--- config.mk ---
export PLATFORM = sky130hd
export DESIGN_NAME = cag_addr_gen
export DESIGN_NICKNAME = d
export VERILOG_FILES = /design/src/core/cag_addr_gen.v /design/src/core/cag_table_latch.v
export VERILOG_INCLUDE_DIRS = /design/src /design/src/pkg
export SDC_FILE = /design/constraint.sdc
export NUM_CORES = 1
export LEC_CHECK = 0
export ABC_AREA = 1
export BUFFER_PORTS_ARGS = -buffer_cell sky130_fd_sc_hd__buf_4
export CORE_ASPECT_RATIO = 0.6
export CORE_MARGIN = 2
export CORE_UTILIZATION = 35
export CTS_CLUSTER_SIZE = 14
export DETAILED_ROUTE_END_ITERATION = 10
export PLACE_DENSITY = 0.7
export SETUP_SLACK_MARGIN = 0.05
export SLEW_MARGIN = 20
export SYNTH_ARGS = -nofsm -noshare
export SYNTH_HDL_FRONTEND = slang
export SYNTH_SLANG_ARGS = --single-unit
--- constraint.sdc ---
create_clock -name i_core_clk -period 6.87 [get_ports i_core_clk]
set_input_delay 1.0305 -clock i_core_clk [delete_from_list [all_inputs] [get_ports i_core_clk]]
set_output_delay 1.0305 -clock i_core_clk [all_outputs]
set_load 0.1 [all_outputs]
--- src/pkg/cag_defs.vh ---
/*
  Constants for the address generation block: mode codes, address
  windows, register field encodings and table-call layout.
  Assumes a 20-bit address space and the plain Verilog include path.
*/
`ifndef CAG_DEFS_VH
`define CAG_DEFS_VH

// ****************************************
// Branch target modes
// ****************************************
`define CAG_BR_NONE 3'h0
`define CAG_BR_REL8 3'h1
`define CAG_BR_REL16 3'h2
`define CAG_BR_IMM20 3'h3
`define CAG_BR_IMM16 3'h4
`define CAG_BR_TABLE 3'h5
`define CAG_BR_REGPAIR 3'h6

// ****************************************
// Branch instruction classes
// ****************************************
`define CAG_CLS_OTHER 3'h0
`define CAG_CLS_BRANCH 3'h1
`define CAG_CLS_TABLE_CALL 3'h2
`define CAG_CLS_RP_CALL 3'h3
`define CAG_CLS_AX_BRANCH 3'h4

// ****************************************
// Operand address modes
// ****************************************
`define CAG_OP_NONE 3'h0
`define CAG_OP_IMPLIED 3'h1
`define CAG_OP_REG 3'h2
`define CAG_OP_DIRECT 3'h3
`define CAG_OP_SHORT 3'h4
`define CAG_OP_SPECIAL 3'h5
`define CAG_OP_INDIRECT 3'h6

// ****************************************
// Address windows
// ****************************************
`define CAG_UPPER_F 4'hf
`define CAG_UPPER_ZERO 4'h0
`define CAG_TABLE_BASE 20'h00080
`define CAG_SHORT_BASE 20'hffe20
`define CAG_SHORT_WRAP 8'he0
`define CAG_SPECIAL_BASE 20'hfff00

// ****************************************
// Register encodings
// ****************************************
`define CAG_REG_X 3'h0
`define CAG_RP_AX 2'h0

`endif

--- src/core/cag_addr_gen.v ---
/*
  Address generation for branch targets and data operands of an
  8/16-bit core with a 20-bit space. Assumes the decoder presents one
  request per i_br_req / i_op_req pulse and the memory path answers
  table reads with i_mem_ack one or more cycles after o_mem_req.
*/
// Contract
// - Relative target is next-instruction address plus signed 8 or 16 bit displacement.
// - Relative computation only happens for branch instruction class.
// - Long immediate call or branch loads the 20-bit field directly.
// - Short immediate call or branch zeroes upper four target bits.
// - Table call reads two bytes at 0080H plus twice the 5-bit index.
// - Table-indirect generation is used only by table call.
// - Table-indirect destinations stay within 00000H to 0FFFFH.
// - Register direct target is code bank over selected register pair.
// - Implied operand is decoded only for unsigned multiply with X.
// - Three-bit field picks 8-bit register, two-bit field picks pair.
// - Unprefixed direct operand gets upper nibble F.
// - Prefixed direct and indirect take upper nibble from upper bank register.
// - Short direct byte maps into FFE20H to FFF1FH only.
// - Special register byte maps into FFF00H to FFFFFH only.
// - Unprefixed indirect uses pair as low bits within F0000H to FFFFFH.
`timescale 1ns/100ps
`include "cag_defs.vh"
module cag_addr_gen (
  input wire i_core_clk,
  input wire i_rst,
  input wire i_br_req,
  input wire [2:0] i_br_mode,
  input wire [2:0] i_br_class,
  input wire [19:0] i_next_pc,
  input wire [15:0] i_disp,
  input wire [19:0] i_imm_addr,
  input wire [4:0] i_table_idx,
  input wire [3:0] i_code_bank,
  input wire [1:0] i_rp_sel,
  input wire [15:0] i_rp_ax,
  input wire [15:0] i_rp_bc,
  input wire [15:0] i_rp_de,
  input wire [15:0] i_rp_hl,
  input wire i_mem_ack,
  input wire [7:0] i_mem_rdata,
  input wire i_op_req,
  input wire [2:0] i_op_mode,
  input wire i_op_unsigned_multiply,
  input wire i_op_bank_prefix,
  input wire [2:0] i_reg_sel,
  input wire [15:0] i_op_imm16,
  input wire [7:0] i_op_imm8,
  input wire [3:0] i_upper_bank_register,
  output wire o_mem_req,
  output reg [19:0] o_mem_addr,
  output reg o_pc_load,
  output reg [19:0] o_pc_target,
  output reg o_br_err,
  output wire o_br_busy,
  output reg o_op_valid,
  output reg [19:0] o_op_addr,
  output reg o_op_is_reg,
  output reg [2:0] o_op_reg8,
  output reg [1:0] o_op_reg16,
  output reg o_op_err
);
  // ****************************************
  // Branch target datapath
  // ****************************************
  reg [1:0] ts_q;
  reg [1:0] ts_d;
  localparam TS_IDLE = 2'b00;
  localparam TS_LOW = 2'b01;
  localparam TS_HIGH = 2'b10;
  reg [15:0] rp_val;
  reg [19:0] disp_ext;
  wire [19:0] table_addr;
  wire [15:0] table_word;
  wire tbl_lo_we;
  wire tbl_hi_we;
  wire is_rel;
  wire is_rel_ok;
  wire is_tbl_ok;
  wire is_rp_ok;

  always @* begin
    case (i_rp_sel)
      2'h0: rp_val = i_rp_ax;
      2'h1: rp_val = i_rp_bc;
      2'h2: rp_val = i_rp_de;
      default: rp_val = i_rp_hl;
    endcase
  end

  always @* begin
    if (i_br_mode == `CAG_BR_REL8) begin
      disp_ext = {{12{i_disp[7]}}, i_disp[7:0]};
    end else begin
      disp_ext = {{4{i_disp[15]}}, i_disp};
    end
  end

  assign is_rel = (i_br_mode == `CAG_BR_REL8) || (i_br_mode == `CAG_BR_REL16);
  assign is_rel_ok = i_br_class == `CAG_CLS_BRANCH;
  assign is_tbl_ok = i_br_class == `CAG_CLS_TABLE_CALL;
  assign is_rp_ok = (i_br_class == `CAG_CLS_RP_CALL) ||
                    ((i_br_class == `CAG_CLS_AX_BRANCH) && (i_rp_sel == `CAG_RP_AX));
  // Each entry is two bytes, so the index steps by two within 0080H-00BFH.
  assign table_addr = `CAG_TABLE_BASE + {14'h0000, i_table_idx, 1'b0};

  assign tbl_lo_we = (ts_q == TS_LOW) && i_mem_ack;
  assign tbl_hi_we = (ts_q == TS_HIGH) && i_mem_ack;
  assign o_mem_req = (ts_q == TS_LOW) || (ts_q == TS_HIGH);
  assign o_br_busy = ts_q != TS_IDLE;

  cag_table_latch u_latch (
    .i_core_clk(i_core_clk),
    .i_rst(i_rst),
    .i_lo_we(tbl_lo_we),
    .i_hi_we(tbl_hi_we),
    .i_byte(i_mem_rdata),
    .o_word(table_word)
  );

  always @* begin
    ts_d = ts_q;
    case (ts_q)
      TS_IDLE: begin
        if (i_br_req && (i_br_mode == `CAG_BR_TABLE) && is_tbl_ok) begin
          ts_d = TS_LOW;
        end
      end
      TS_LOW: begin
        if (i_mem_ack) begin
          ts_d = TS_HIGH;
        end
      end
      TS_HIGH: begin
        if (i_mem_ack) begin
          ts_d = TS_IDLE;
        end
      end
      default: ts_d = TS_IDLE;
    endcase
  end

  always @(posedge i_core_clk) begin
    if (i_rst) begin
      ts_q <= TS_IDLE;
      o_mem_addr <= 20'h00000;
      o_pc_load <= 1'b0;
      o_pc_target <= 20'h00000;
      o_br_err <= 1'b0;
    end else begin
      ts_q <= ts_d;
      o_pc_load <= 1'b0;
      o_br_err <= 1'b0;
      if (ts_q == TS_HIGH && i_mem_ack) begin
        // The second byte lands in the latch this edge, so take it from the bus.
        o_pc_load <= 1'b1;
        o_pc_target <= {`CAG_UPPER_ZERO, i_mem_rdata, table_word[7:0]};
      end else if (ts_q == TS_IDLE && i_br_req) begin
        case (i_br_mode)
          `CAG_BR_REL8, `CAG_BR_REL16: begin
            if (is_rel && is_rel_ok) begin
              o_pc_load <= 1'b1;
              o_pc_target <= i_next_pc + disp_ext;
            end else begin
              o_br_err <= 1'b1;
            end
          end
          `CAG_BR_IMM20: begin
            o_pc_load <= 1'b1;
            o_pc_target <= i_imm_addr;
          end
          `CAG_BR_IMM16: begin
            o_pc_load <= 1'b1;
            o_pc_target <= {`CAG_UPPER_ZERO, i_imm_addr[15:0]};
          end
          `CAG_BR_TABLE: begin
            if (is_tbl_ok) begin
              o_mem_addr <= table_addr;
            end else begin
              o_br_err <= 1'b1;
            end
          end
          `CAG_BR_REGPAIR: begin
            if (is_rp_ok) begin
              o_pc_load <= 1'b1;
              o_pc_target <= {i_code_bank, rp_val};
            end else begin
              o_br_err <= 1'b1;
            end
          end
          default: o_br_err <= 1'b1;
        endcase
      end else if (ts_q == TS_LOW && i_mem_ack) begin
        o_mem_addr <= o_mem_addr + 20'h00001;
      end
    end
  end

  // ****************************************
  // Operand address datapath
  // ****************************************
  always @(posedge i_core_clk) begin
    if (i_rst) begin
      o_op_valid <= 1'b0;
      o_op_addr <= 20'h00000;
      o_op_is_reg <= 1'b0;
      o_op_reg8 <= 3'h0;
      o_op_reg16 <= 2'h0;
      o_op_err <= 1'b0;
    end else begin
      o_op_valid <= 1'b0;
      o_op_err <= 1'b0;
      if (i_op_req) begin
        o_op_valid <= 1'b1;
        o_op_is_reg <= 1'b0;
        case (i_op_mode)
          `CAG_OP_IMPLIED: begin
            if (i_op_unsigned_multiply) begin
              o_op_is_reg <= 1'b1;
              o_op_reg8 <= `CAG_REG_X;
            end else begin
              o_op_valid <= 1'b0;
              o_op_err <= 1'b1;
            end
          end
          `CAG_OP_REG: begin
            o_op_is_reg <= 1'b1;
            o_op_reg8 <= i_reg_sel;
            o_op_reg16 <= i_rp_sel;
          end
          `CAG_OP_DIRECT: begin
            if (i_op_bank_prefix) begin
              o_op_addr <= {i_upper_bank_register, i_op_imm16};
            end else begin
              o_op_addr <= {`CAG_UPPER_F, i_op_imm16};
            end
          end
          `CAG_OP_SHORT: begin
            // Bytes 00H-DFH land from FFE40H upward; E0H-FFH wrap to FFE20H-FFE3FH.
            if (i_op_imm8 < `CAG_SHORT_WRAP) begin
              o_op_addr <= `CAG_SHORT_BASE + {12'h000, i_op_imm8} + 20'h00020;
            end else begin
              o_op_addr <= `CAG_SHORT_BASE + {12'h000, i_op_imm8 - `CAG_SHORT_WRAP};
            end
          end
          `CAG_OP_SPECIAL: begin
            o_op_addr <= `CAG_SPECIAL_BASE + {12'h000, i_op_imm8};
          end
          `CAG_OP_INDIRECT: begin
            if (i_op_bank_prefix) begin
              o_op_addr <= {i_upper_bank_register, rp_val};
            end else begin
              o_op_addr <= {`CAG_UPPER_F, rp_val};
            end
          end
          default: begin
            o_op_valid <= 1'b0;
            o_op_err <= 1'b1;
          end
        endcase
      end
    end
  end
endmodule

--- src/core/cag_table_latch.v ---
/*
  Holds the two bytes of a table-call entry and joins them into a
  16-bit target. Assumes byte strobes come from the same clock domain.
*/
`timescale 1ns/100ps
module cag_table_latch (
  input wire i_core_clk,
  input wire i_rst,
  input wire i_lo_we,
  input wire i_hi_we,
  input wire [7:0] i_byte,
  output wire [15:0] o_word
);
  reg [7:0] lo_q;
  reg [7:0] hi_q;

  always @(posedge i_core_clk) begin
    if (i_rst) begin
      lo_q <= 8'h00;
      hi_q <= 8'h00;
    end else begin
      if (i_lo_we) begin
        lo_q <= i_byte;
      end
      if (i_hi_we) begin
        hi_q <= i_byte;
      end
    end
  end

  assign o_word = {hi_q, lo_q};
endmodule

==> flow_summary_export.csv, run 1 <==
group,metric,value,unit
die,coreArea,16990,um^2
finish,final_util,49.61,%
drt,wirelength,23590,um
yosys,synth_commonest_cells,"nand2_1 (270), inv_1 (126), o21ai_0 (116)",
timing,rsz0062_at_grt,"no",
cts,ctsHoldBuffers,0,
worst_setup_path,cp.arrival,3360,ps
die,die_x,173.3,um
cts,path_clk_slew,60,ps
yosys,synth_seq_area_share,26.61,%
cts,clockBufferDepth,2,
yosys,synth.top_cell.area_share,26.61,%
drt,viasPerCell,5.029,
timing,post-route-period-util,44.96,%
timing,skew,8.404,ps
worst_setup_path,worstSetupStartpoint,"i_br_mode[1]",
placed_design,dp.cells,1471,
yosys,synth-xor-area-share,0.7275,%
finish,syn2layout_area_growth,40.03,%
yosys,yosys.area_share.adder,5.945,%
cts,clk_latency,330,ps
finish,diodes,0,
hold_path,holdPathStages,2,
worst_setup_path,rr_worst_depth,11,
yosys,synth_top_family_by_area,"simple AND/OR/NAND/NOR gates",
worst_setup_path,worstPathMaxFanout,11,
die,die_y,105.6,um
timing,tightest_slew,965.3,ps
yosys,ys_seq_elements,80,
worst_setup_path,reg2reg_from,"ts_q[0]$_SDFFE_PP0P_",
finish,fin_nets,1462,
drt,wl_per_cell,15.88,um
timing,fmax,323.7,MHz
yosys,avgSynthCellArea,5.966,um^2
timing,setup_viol,0,
yosys,syn_nets,1223,
power,total_power,1.983,mW
power,power_leakage,4.160,nW
yosys,synth_edf_count,0,
placed_design,port-buffer-count,257,
worst_setup_path,rrSetupSlack,4000,ps
timing,slew_viol_final,0,
die,initial_utilization,35.43,%
finish,largestRegisters,"o_mem_addr (20), o_op_addr (20), o_pc_target (20)",
yosys,synthMuxAreaShare,0,%
worst_setup_path,startpoint_type,"primary input",
global_route,grt_pass1_vias,6812,
timing,setup_tns,0,ps
yosys,synth_compound_area_share,19.95,%
power,ir_drop,0.0001188,V
global_route,grt_pass1_wl,36470,um
worst_setup_path,required,7140,ps
yosys,synth_ff_type,"dfxtp_1",
drt,first_pass_iters,5,
yosys,ys_top_cells_by_area,"dfxtp_1 (27%), nand2_1 (17%), o21ai_0 (9.6%)",
yosys,synth_warnings,0,
yosys,synth_cell_types,42,
yosys,synth-simple-area-share,36.02,%
yosys,synth.largest_area_cell,"dfxtp_1",
cts,cts_setup_buffers,0,
flow_run,max_cap_violations,0,
global_route,antenna_found_initial,0,
finish,fin_cells,1486,
yosys,async_flop_share,0,%
die,die_area,18300,um^2
cts,ctsResizeCount,0,
finish,drive_gt1_share,24.60,%
die,ioPinCount,258,
worst_setup_path,criticalPathCategory,"primary input to flip-flop",
cts,cts-buffers-inserted,9,
timing,hold_viol,0,
yosys,netlist_area,6020,um^2
run_status,status,"finished, final reports clean",
timing,min_period,3089,ps
power,p_per_area,235.3,nW/um^2
yosys,yosysMostFrequentCell,"nand2_1",
cts,cts-htree-levels,3,
yosys,syn_inst,1009,
worst_setup_path,cp-end-kind,"flip-flop",
timing,relSlewSlack,35.25,%
global_route,track_usage,25.41,%
drt,ant_nets,0,
drt,first_iter_violations,627,
finish,num-fill-cells,1775,
global_route,grt_max_degree,38,
worst_setup_path,timing.rr.end,"o_mem_addr[9]$_SDFFE_PP0P_",
drt,post-route-drc-count,0,
global_route,grt_overflow,0,
hold_path,min_path_type,"flip-flop to flip-flop",
cts,clock_sinks,80,
cts,root_buffer,"clkbuf_16",
worst_setup_path,endpoint,"o_pc_target[16]$_SDFFE_PP0P_",
placed_design,dpl.hpwl,19250,um
placed_design,gp_congestion,0.9104,
cts,tritoncts,"yes",
drt,vias,7473,
die,rows,37,
critical path, cell delays in order:
cell     delay, ps
buf_4          120
inv_2           90
nand2_1         50
nor2_1          80
buf_4          180
nand2_1        190
nand2_1        140
inv_1          100
ha_1           440
nand2_1        110
nor2_1         210
inv_1           60
nor2_1         150
nor2_1          70
nand3_1         80
nand3_1        100
a21oi_1        150
cells in the final DEF, fill, tap and decap left out, types with 8 or more instances in the layout:
cell / n
nand2_1: 270
buf_4: 260
inv_1: 125
o21ai_0: 116
nor2_1: 99
a21oi_1: 84
dfxtp_1: 80
nand3_1: 66
ha_1: 27
nor3_1: 20
nand4_1: 15
o211ai_1: 10
clkbuf_16: 9
or2_2: 8
metal layers:
layer | global-route usage [%] | part of all wire (%) | vias to the layer above
met1 | 36.25 | 47 | 3341
met4 | 4.479 | 1.3 | 0
met5 | 0 | 0 | -
li1 | - | - | 3779
met2 | 38.97 | 42 | 332
met3 | 6.385 | 9.0 | 21
worst min path at each step:
stage                                 start                      endpoint  slack, ps
6_report       u_latch.lo_q[1]$_SDFFE_PP0P_  u_latch.lo_q[1]$_SDFFE_PP0P_        460
5_1_grt           o_op_addr[7]$_SDFFE_PP0P_     o_op_addr[7]$_SDFFE_PP0P_        490
2_1_floorplan  u_latch.lo_q[0]$_SDFFE_PP0P_  u_latch.lo_q[0]$_SDFFE_PP0P_        430
3_5_place_dp   u_latch.lo_q[1]$_SDFFE_PP0P_  u_latch.lo_q[1]$_SDFFE_PP0P_        450
3_3_place_gp   u_latch.lo_q[0]$_SDFFE_PP0P_  u_latch.lo_q[0]$_SDFFE_PP0P_        440
4_1_cts        u_latch.lo_q[1]$_SDFFE_PP0P_  u_latch.lo_q[1]$_SDFFE_PP0P_        460
where the power goes:
group          total, mW  switching [mW]  internal (mW)  leakage (nW)
logic              0.933           0.676          0.257          3.36
registers          0.550          0.0348          0.516         0.653
clock network      0.500           0.200          0.300         0.144
total               1.98           0.910           1.07          4.16
stage by stage:
step | instance area [um^2] | setup slack (ps) | hold WS [ps]
after floorplan | 6020 | 3997 | 429.7
after global placement | 8123 | 3522 | 443.2
after detailed placement | 8123 | 3441 | 450.0
after CTS | 8429 | 3788 | 457.9
after global routing | 8429 | 3477 | 490.8
final | 8429 | 3781 | 460.3
kinds of logic (layout without fill, tap and decap cells):
kind of cell               after synthesis  count (layout)
AOI/OAI and AO/OA                      227             227
DFF                                     80              80
adders and majority gates               28              28
buffers and inverters                  164             407
and+or+nand+nor                        505             505
xor gates and xnor gates                 5               5
area by class of cell:
| type | count | area, um^2 | area share [%] |
|---|---|---|---|
| Inverter | 132 | 500.5 | 5.937 |
| Sequential cell | 80 | 1602 | 19.00 |
| Timing Repair Buffer | 260 | 1952 | 23.16 |
| Multi-Input combinational cell | 765 | 3776 | 44.80 |
| Clock inverter | 4 | 53.80 | 0.6383 |
| Tap cell | 234 | 292.8 | 3.473 |
| Clock buffer | 11 | 252.7 | 2.998 |
(Power assumes the default switching activity.)
==> run 2, diff against run 1 <==
--- a/config.mk
+++ b/config.mk
@@ -13,7 +13,7 @@
 export CORE_UTILIZATION = 35
 export CTS_CLUSTER_SIZE = 14
 export DETAILED_ROUTE_END_ITERATION = 10
-export PLACE_DENSITY = 0.7
+export PLACE_DENSITY = 0.72
 export SETUP_SLACK_MARGIN = 0.05
 export SLEW_MARGIN = 20
 export SYNTH_ARGS = -nofsm -noshare
==> constraint.sdc (replaced) <==
create_clock -name i_core_clk -period 2.7 [get_ports i_core_clk]
set_input_delay 0.405 -clock i_core_clk [delete_from_list [all_inputs] [get_ports i_core_clk]]
set_output_delay 0.405 -clock i_core_clk [all_outputs]
set_load 0.1 [all_outputs]
==> flow_summary_export.csv, run 2 (synthesized netlist as in run 1, its figures left out) <==
group,metric,value,unit
worst_setup_path,crit_slowest_cell,"ha_1",
timing,fmax,419.0,MHz
finish,seqCellArea,1602,um^2
drt,met3WireLength,2206,um
timing,min_period,2387,ps
drt,wl_met2,9940,um
die,ioPinCount,258,
worst_setup_path,required,2930,ps
die,coreArea,16990,um^2
global_route,grt_max_degree,37,
worst_setup_path,slowest_delay,400,ps
timing,tightest_slew,670.2,ps
drt,wirelength,23300,um
power,power_leakage,4.347,nW
die,rows,37,
finish,diodes,0,
hold_path,min_path_type,"primary input to flip-flop",
run_status,status,"finished, final reports clean",
global_route,grt_pass1_wl,36490,um
hold_path,holdPathStages,3,
cts,tritoncts,"yes",
finish,fin_nets,1498,
placed_design,dpl.hpwl,19040,um
placed_design,pre_cts_ws,-54.11,ps
cts,path_clk_slew,70,ps
worst_setup_path,worstSetupStartpoint,"i_br_mode[1]",
global_route,track_usage,25.24,%
die,initial_utilization,35.43,%
drt,route.layer.met1.wl,10850,um
placed_design,port-buffer-count,257,
drt,vias,7595,
finish,multiInputGateArea,3781,um^2
finish,fin_area,8710,um^2
finish,final_common_cell,"buf_4",
global_route,grt_pass1_vias,6888,
worst_setup_path,criticalPathCategory,"primary input to flip-flop",
drt,topRoutingLayerUsed,"met4",
placed_design,place_area,8393,um^2
power,ir_drop,0.0003266,V
finish,mostFrequentLayoutCells,"buf_4 (296), nand2_1 (270), inv_1 (126), o21ai_0 (116), nor2_1 (99)",
cts,ctsHoldBuffers,0,
worst_setup_path,cp.depth,18,
cts,root_buffer,"clkbuf_16",
timing,setup_viol,0,
global_route,grt_overflow,0,
timing,hold_viol,0,
finish,fin_cells,1523,
drt,first_pass_iters,7,
die,die_x,173.3,um
finish,drive_gt1_share,26.76,%
worst_setup_path,cp.arrival,2620,ps
placed_design,dp.cells,1507,
worst_setup_path,rr_worst_depth,10,
worst_setup_path,reg2reg_from,"ts_q[0]$_SDFFE_PP0P_",
cts,cts_setup_buffers,0,
die,die_area,18300,um^2
hold_path,min-delay-start,"i_op_req",
worst_setup_path,cp_num_buf_inv,5,
timing,rsz0062_at_grt,"no",
drt,ant_nets,0,
worst_setup_path,worstPathMaxFanout,8,
timing,relSlewSlack,55.21,%
power,p_per_area,591.7,nW/um^2
die,die_y,105.6,um
drt,first_iter_violations,733,
worst_setup_path,cp-end-kind,"flip-flop",
cts,ctsResizeCount,0,
timing,slew_viol_final,0,
cts,clock_sinks,80,
timing,skew,10.93,ps
timing,setup_ws,313.2,ps
drt,post-route-drc-count,0,
finish,num-fill-cells,1756,
worst_setup_path,cpLargestDelayFamily,"simple AND/OR/NAND/NOR gates",
worst_setup_path,crit_top_cell,"nand2_1",
flow_run,max_cap_violations,0,
cts,clk_latency,340,ps
drt,viasPerCell,4.987,
cts,clockBufferDepth,2,
cts,cts-buffers-inserted,9,
global_route,antenna_found_initial,0,
cts,cts-htree-levels,3,
finish,syn2layout_area_growth,44.69,%
drt,wl_per_cell,15.30,um
finish,largestRegisters,"o_mem_addr (20), o_op_addr (20), o_pc_target (20)",
worst_setup_path,startpoint_type,"primary input",
timing,holdWs,299.5,ps
placed_design,gp_congestion,0.9306,
timing,post-route-period-util,88.40,%
worst_setup_path,critical_path.cell_chain,"buf_4 > inv_2 > nand2_1 > nor2_1 > nand2_1 > buf_4 > nand2_1 > inv_1 > ha_1 > nand2_1 > nor2_1 > inv_1 > nor2_1 > nor2_1 > nand2_1 > nand2_1 > nand3_1 > a21oi_1",
[run 2: worst min-delay path, stage by stage]
cell	delay, ps
buf_4	90
nand3_1	70
inv_1	50
[run 2: path summary, 6_finish.rpt]
path / end / slack, ps
worst min register to register: o_op_reg8[2]$_SDFFE_PP0P_ / 460
worst min-delay path: o_op_valid$_SDFF_PP0_ / 300
worst max-delay path: o_pc_target[16]$_SDFFE_PP0P_ / 310
worst max register to register: o_mem_addr[7]$_SDFFE_PP0P_ / 540
[run 2: layer usage]
layer | up-vias | global-route usage, %
met5 | - | 0
met4 | 0 | 5.085
met3 | 19 | 6.494
met2 | 339 | 38.40
met1 | 3382 | 35.91
li1 | 3855 | -
[run 2: per-stage QoR]
stage / utilization [%] / total power, mW / setup TNS (ps)
after global routing: 51.26 / 5.438 / 0
final: 51.26 / 5.154 / 0
after CTS: 51.23 / 5.159 / 0
after floorplan: - / 3.108 / 0
after global placement: 49.40 / 3.844 / 0
after detailed placement: 49.40 / 3.868 / -103.8
[run 2: final cells by class]
cell class	count	share of cell area, %
inverter	132	5.746
tap	234	3.362
clock inverter	6	0.8332
clock buffer	10	2.744
multi-input combinational	765	43.41
sequential	80	18.39
timing repair buffer	296	25.51
[run 2: power by group]
part / switching (mW) / internal (mW)
combinational: 1.74 / 0.733
sequential: 0.0837 / 1.31
clock: 0.528 / 0.755
==> run 3, diff against run 2 <==
--- a/config.mk
+++ b/config.mk
@@ -6,14 +6,13 @@
 export SDC_FILE = /design/constraint.sdc
 export NUM_CORES = 1
 export LEC_CHECK = 0
-export ABC_AREA = 1
 export BUFFER_PORTS_ARGS = -buffer_cell sky130_fd_sc_hd__buf_4
 export CORE_ASPECT_RATIO = 0.6
 export CORE_MARGIN = 2
 export CORE_UTILIZATION = 35
 export CTS_CLUSTER_SIZE = 14
 export DETAILED_ROUTE_END_ITERATION = 10
-export PLACE_DENSITY = 0.72
+export PLACE_DENSITY = 0.73
 export SETUP_SLACK_MARGIN = 0.05
 export SLEW_MARGIN = 20
 export SYNTH_ARGS = -nofsm -noshare
==> flow_summary_export.csv, run 3 <==
group,metric,value,unit
run_status,status,"finished, final reports clean",
placed_design,dp.cells,1212,
finish,largestRegisters,"o_mem_addr (20), o_op_addr (20), o_pc_target (20)",
cts,ctsHoldBuffers,0,
timing,skew,5.291,ps
timing,post-route-period-util,92.85,%
placed_design,pre_cts_ws,-342.4,ps
power,power_leakage,3.801,nW
global_route,grt_overflow,0,
yosys,synth_cell_types,64,
cts,clk_latency,340,ps
global_route,top_usage_layer,"met1",
drt,vias,6972,
drt,post-route-drc-count,0,
yosys,synth_warnings,0,
placed_design,port-buffer-count,257,
placed_design,place_area,8300,um^2
finish,fin_nets,1229,
global_route,grt_pass1_vias,6425,
yosys,ys_seq_elements,80,
global_route,grt_max_degree,31,
worst_setup_path,startpoint_type,"primary input",
worst_setup_path,cp-end-kind,"flip-flop",
yosys,synth_edf_count,0,
timing,min_period,2507,ps
hold_path,min_path_type,"primary input to flip-flop",
drt,viasPerCell,5.678,
placed_design,gp_congestion,0.9128,
worst_setup_path,required,2930,ps
drt,first_iter_violations,714,
global_route,antenna_found_initial,0,
timing,fmax,398.9,MHz
worst_setup_path,reg2reg_from,"ts_q[0]$_SDFFE_PP0P_",
drt,wirelength,23830,um
drt,ant_nets,0,
cts,cts-htree-levels,3,
placed_design,dpl.hpwl,19450,um
global_route,met3_usage,5.694,%
worst_setup_path,worstSetupStartpoint,"i_br_mode[2]",
timing,setup_viol,0,
cts,clockBufferDepth,2,
timing,slew_viol_final,0,
worst_setup_path,cp.arrival,2730,ps
power,p_per_area,534.9,nW/um^2
die,die_y,103.5,um
finish,multiInputGateArea,4000,um^2
finish,syn2layout_area_growth,50.55,%
worst_setup_path,criticalPathCategory,"primary input to flip-flop",
worst_setup_path,worstPathMaxFanout,6,
cts,tritoncts,"yes",
cts,cts-buffers-inserted,9,
die,rows,36,
yosys,synth_commonest_cells,"dfxtp_1 (80), a21oi_1 (78), nor2_1 (73)",
timing,holdWs,319.1,ps
die,ioPinCount,258,
finish,fin_area,8697,um^2
timing,rsz0062_at_grt,"no",
yosys,synth.largest_area_cell,"dfxtp_1",
global_route,grt_use_met1,39.17,%
cts,path_clk_slew,70,ps
finish,diodes,0,
finish,num-fill-cells,1546,
finish,final_util,53.78,%
die,initial_utilization,35.72,%
yosys,synth_ff_type,"dfxtp_1",
die,die_x,169.9,um
yosys,synth_seq_area_share,27.72,%
finish,drive_gt1_share,37.29,%
global_route,grt_use_met2,38.69,%
finish,seqCellArea,1602,um^2
cts,clock_sinks,80,
yosys,syn_nets,945,
drt,first_pass_iters,5,
yosys,async_flop_share,0,%
yosys,syn_inst,731,
yosys,avgSynthCellArea,7.903,um^2
flow_run,max_cap_violations,0,
timing,setup_ws,193.1,ps
power,ir_drop,0.0002861,V
yosys,netlist_area,5777,um^2
timing,tightest_slew,676.2,ps
yosys,yosysMostFrequentCell,"dfxtp_1",
timing,relSlewSlack,54.44,%
yosys,ys_top_cells_by_area,"dfxtp_1 (28%), a21oi_1 (6.8%), mux4_2 (6.2%)",
timing,hold_viol,0,
yosys,synth.top_cell.area_share,27.72,%
die,die_area,17580,um^2
finish,mostFrequentLayoutCells,"buf_4 (323), dfxtp_1 (80), a21oi_1 (73), nor2_1 (73), nand2_1 (66)",
global_route,grt_pass1_wl,35950,um
global_route,track_usage,26.12,%
drt,wl_per_cell,19.40,um
finish,fin_cells,1228,
cts,root_buffer,"clkbuf_16",
die,coreArea,16170,um^2
finish,final_common_cell,"buf_4",
hold_path,min-delay-start,"i_reg_sel[2]",
==> run 3: cell count changes in the layout (fill, tap and decap cells not counted), sizes merged, moves of 14 or more <==
cell    delta
o21ai     -78
inv      -123
a221oi    +15
a22oi     +16
nor2      -35
mux4      +16
o22ai     +14
a22o      +15
nand3     -40
buf       +29
nand2    -206
==> run 3: cell type report <==
cell class / instances / share of cell area (%)
Multi-Input combinational cell: 588 / 45.99
Timing Repair Buffer: 325 / 28.34
Sequential cell: 80 / 18.41
Tap cell: 209 / 3.007
Clock buffer: 10 / 2.748
Clock inverter: 5 / 1.021
Inverter: 11 / 0.4748
==> run 3: critical path, stage by stage <==
cell      delay (ps)
buf_4            120
nor2b_2          170
buf_12           130
nand2_1          140
a21o_1           250
ha_4             280
nand4_1          210
a21oi_2          240
a31oi_1          120
buf_4            170
o311ai_2         270
xnor2_1          150
o22ai_1           90
==> run 3: path summary, 6_finish.rpt <==
kind,end,slack [ps],depth (start not counted)
worst max register to register,o_mem_addr[19]$_SDFFE_PP0P_,280,9
worst min-delay path,o_op_reg8[2]$_SDFFE_PP0P_,320,3
worst max-delay path,o_pc_target[19]$_SDFFE_PP0P_,190,13
worst min register to register,o_pc_target[6]$_SDFFE_PP0P_,460,2
==> run 3: metal layers <==
layer | up-vias | wire length [um]
met5 | - | 0
met4 | 0 | 267
met3 | 20 | 2088
met2 | 329 | 10210
met1 | 3291 | 11270
li1 | 3332 | -
==> run 3: per-stage QoR <==
step / power [mW] / TNS [ps]
2_1_floorplan: 2.545 / 0
3_3_place_gp: 3.229 / -1858
4_1_cts: 4.631 / 0
3_5_place_dp: 3.240 / -2431
5_1_grt: 4.833 / 0
6_report: 4.652 / 0
==> run 3: report_power, final <==
part	internal (mW)	switching (mW)	total, mW
Combinational	0.720	1.23	1.95
Clock	0.844	0.551	1.39
Sequential	1.26	0.0555	1.31
Total	2.82	1.83	4.65
==> run 3: what timing repair did <==
item                       4_1_cts  5_1_grt
resized for setup                1       14
setup endpoints to repair        1       15
gates cloned                     0        0
setup buffers                    0        1
pin swaps                        0        1
==> run 3: kinds of logic after synthesis <==
logic type	synth area share, %
AOI/OAI and AO/OA	29.35
buffers and inverters	4.332
muxes	7.451
and+or+nand+nor	21.31
DFF	27.72
xor gates and xnor gates	3.639
adders and majority gates	6.194
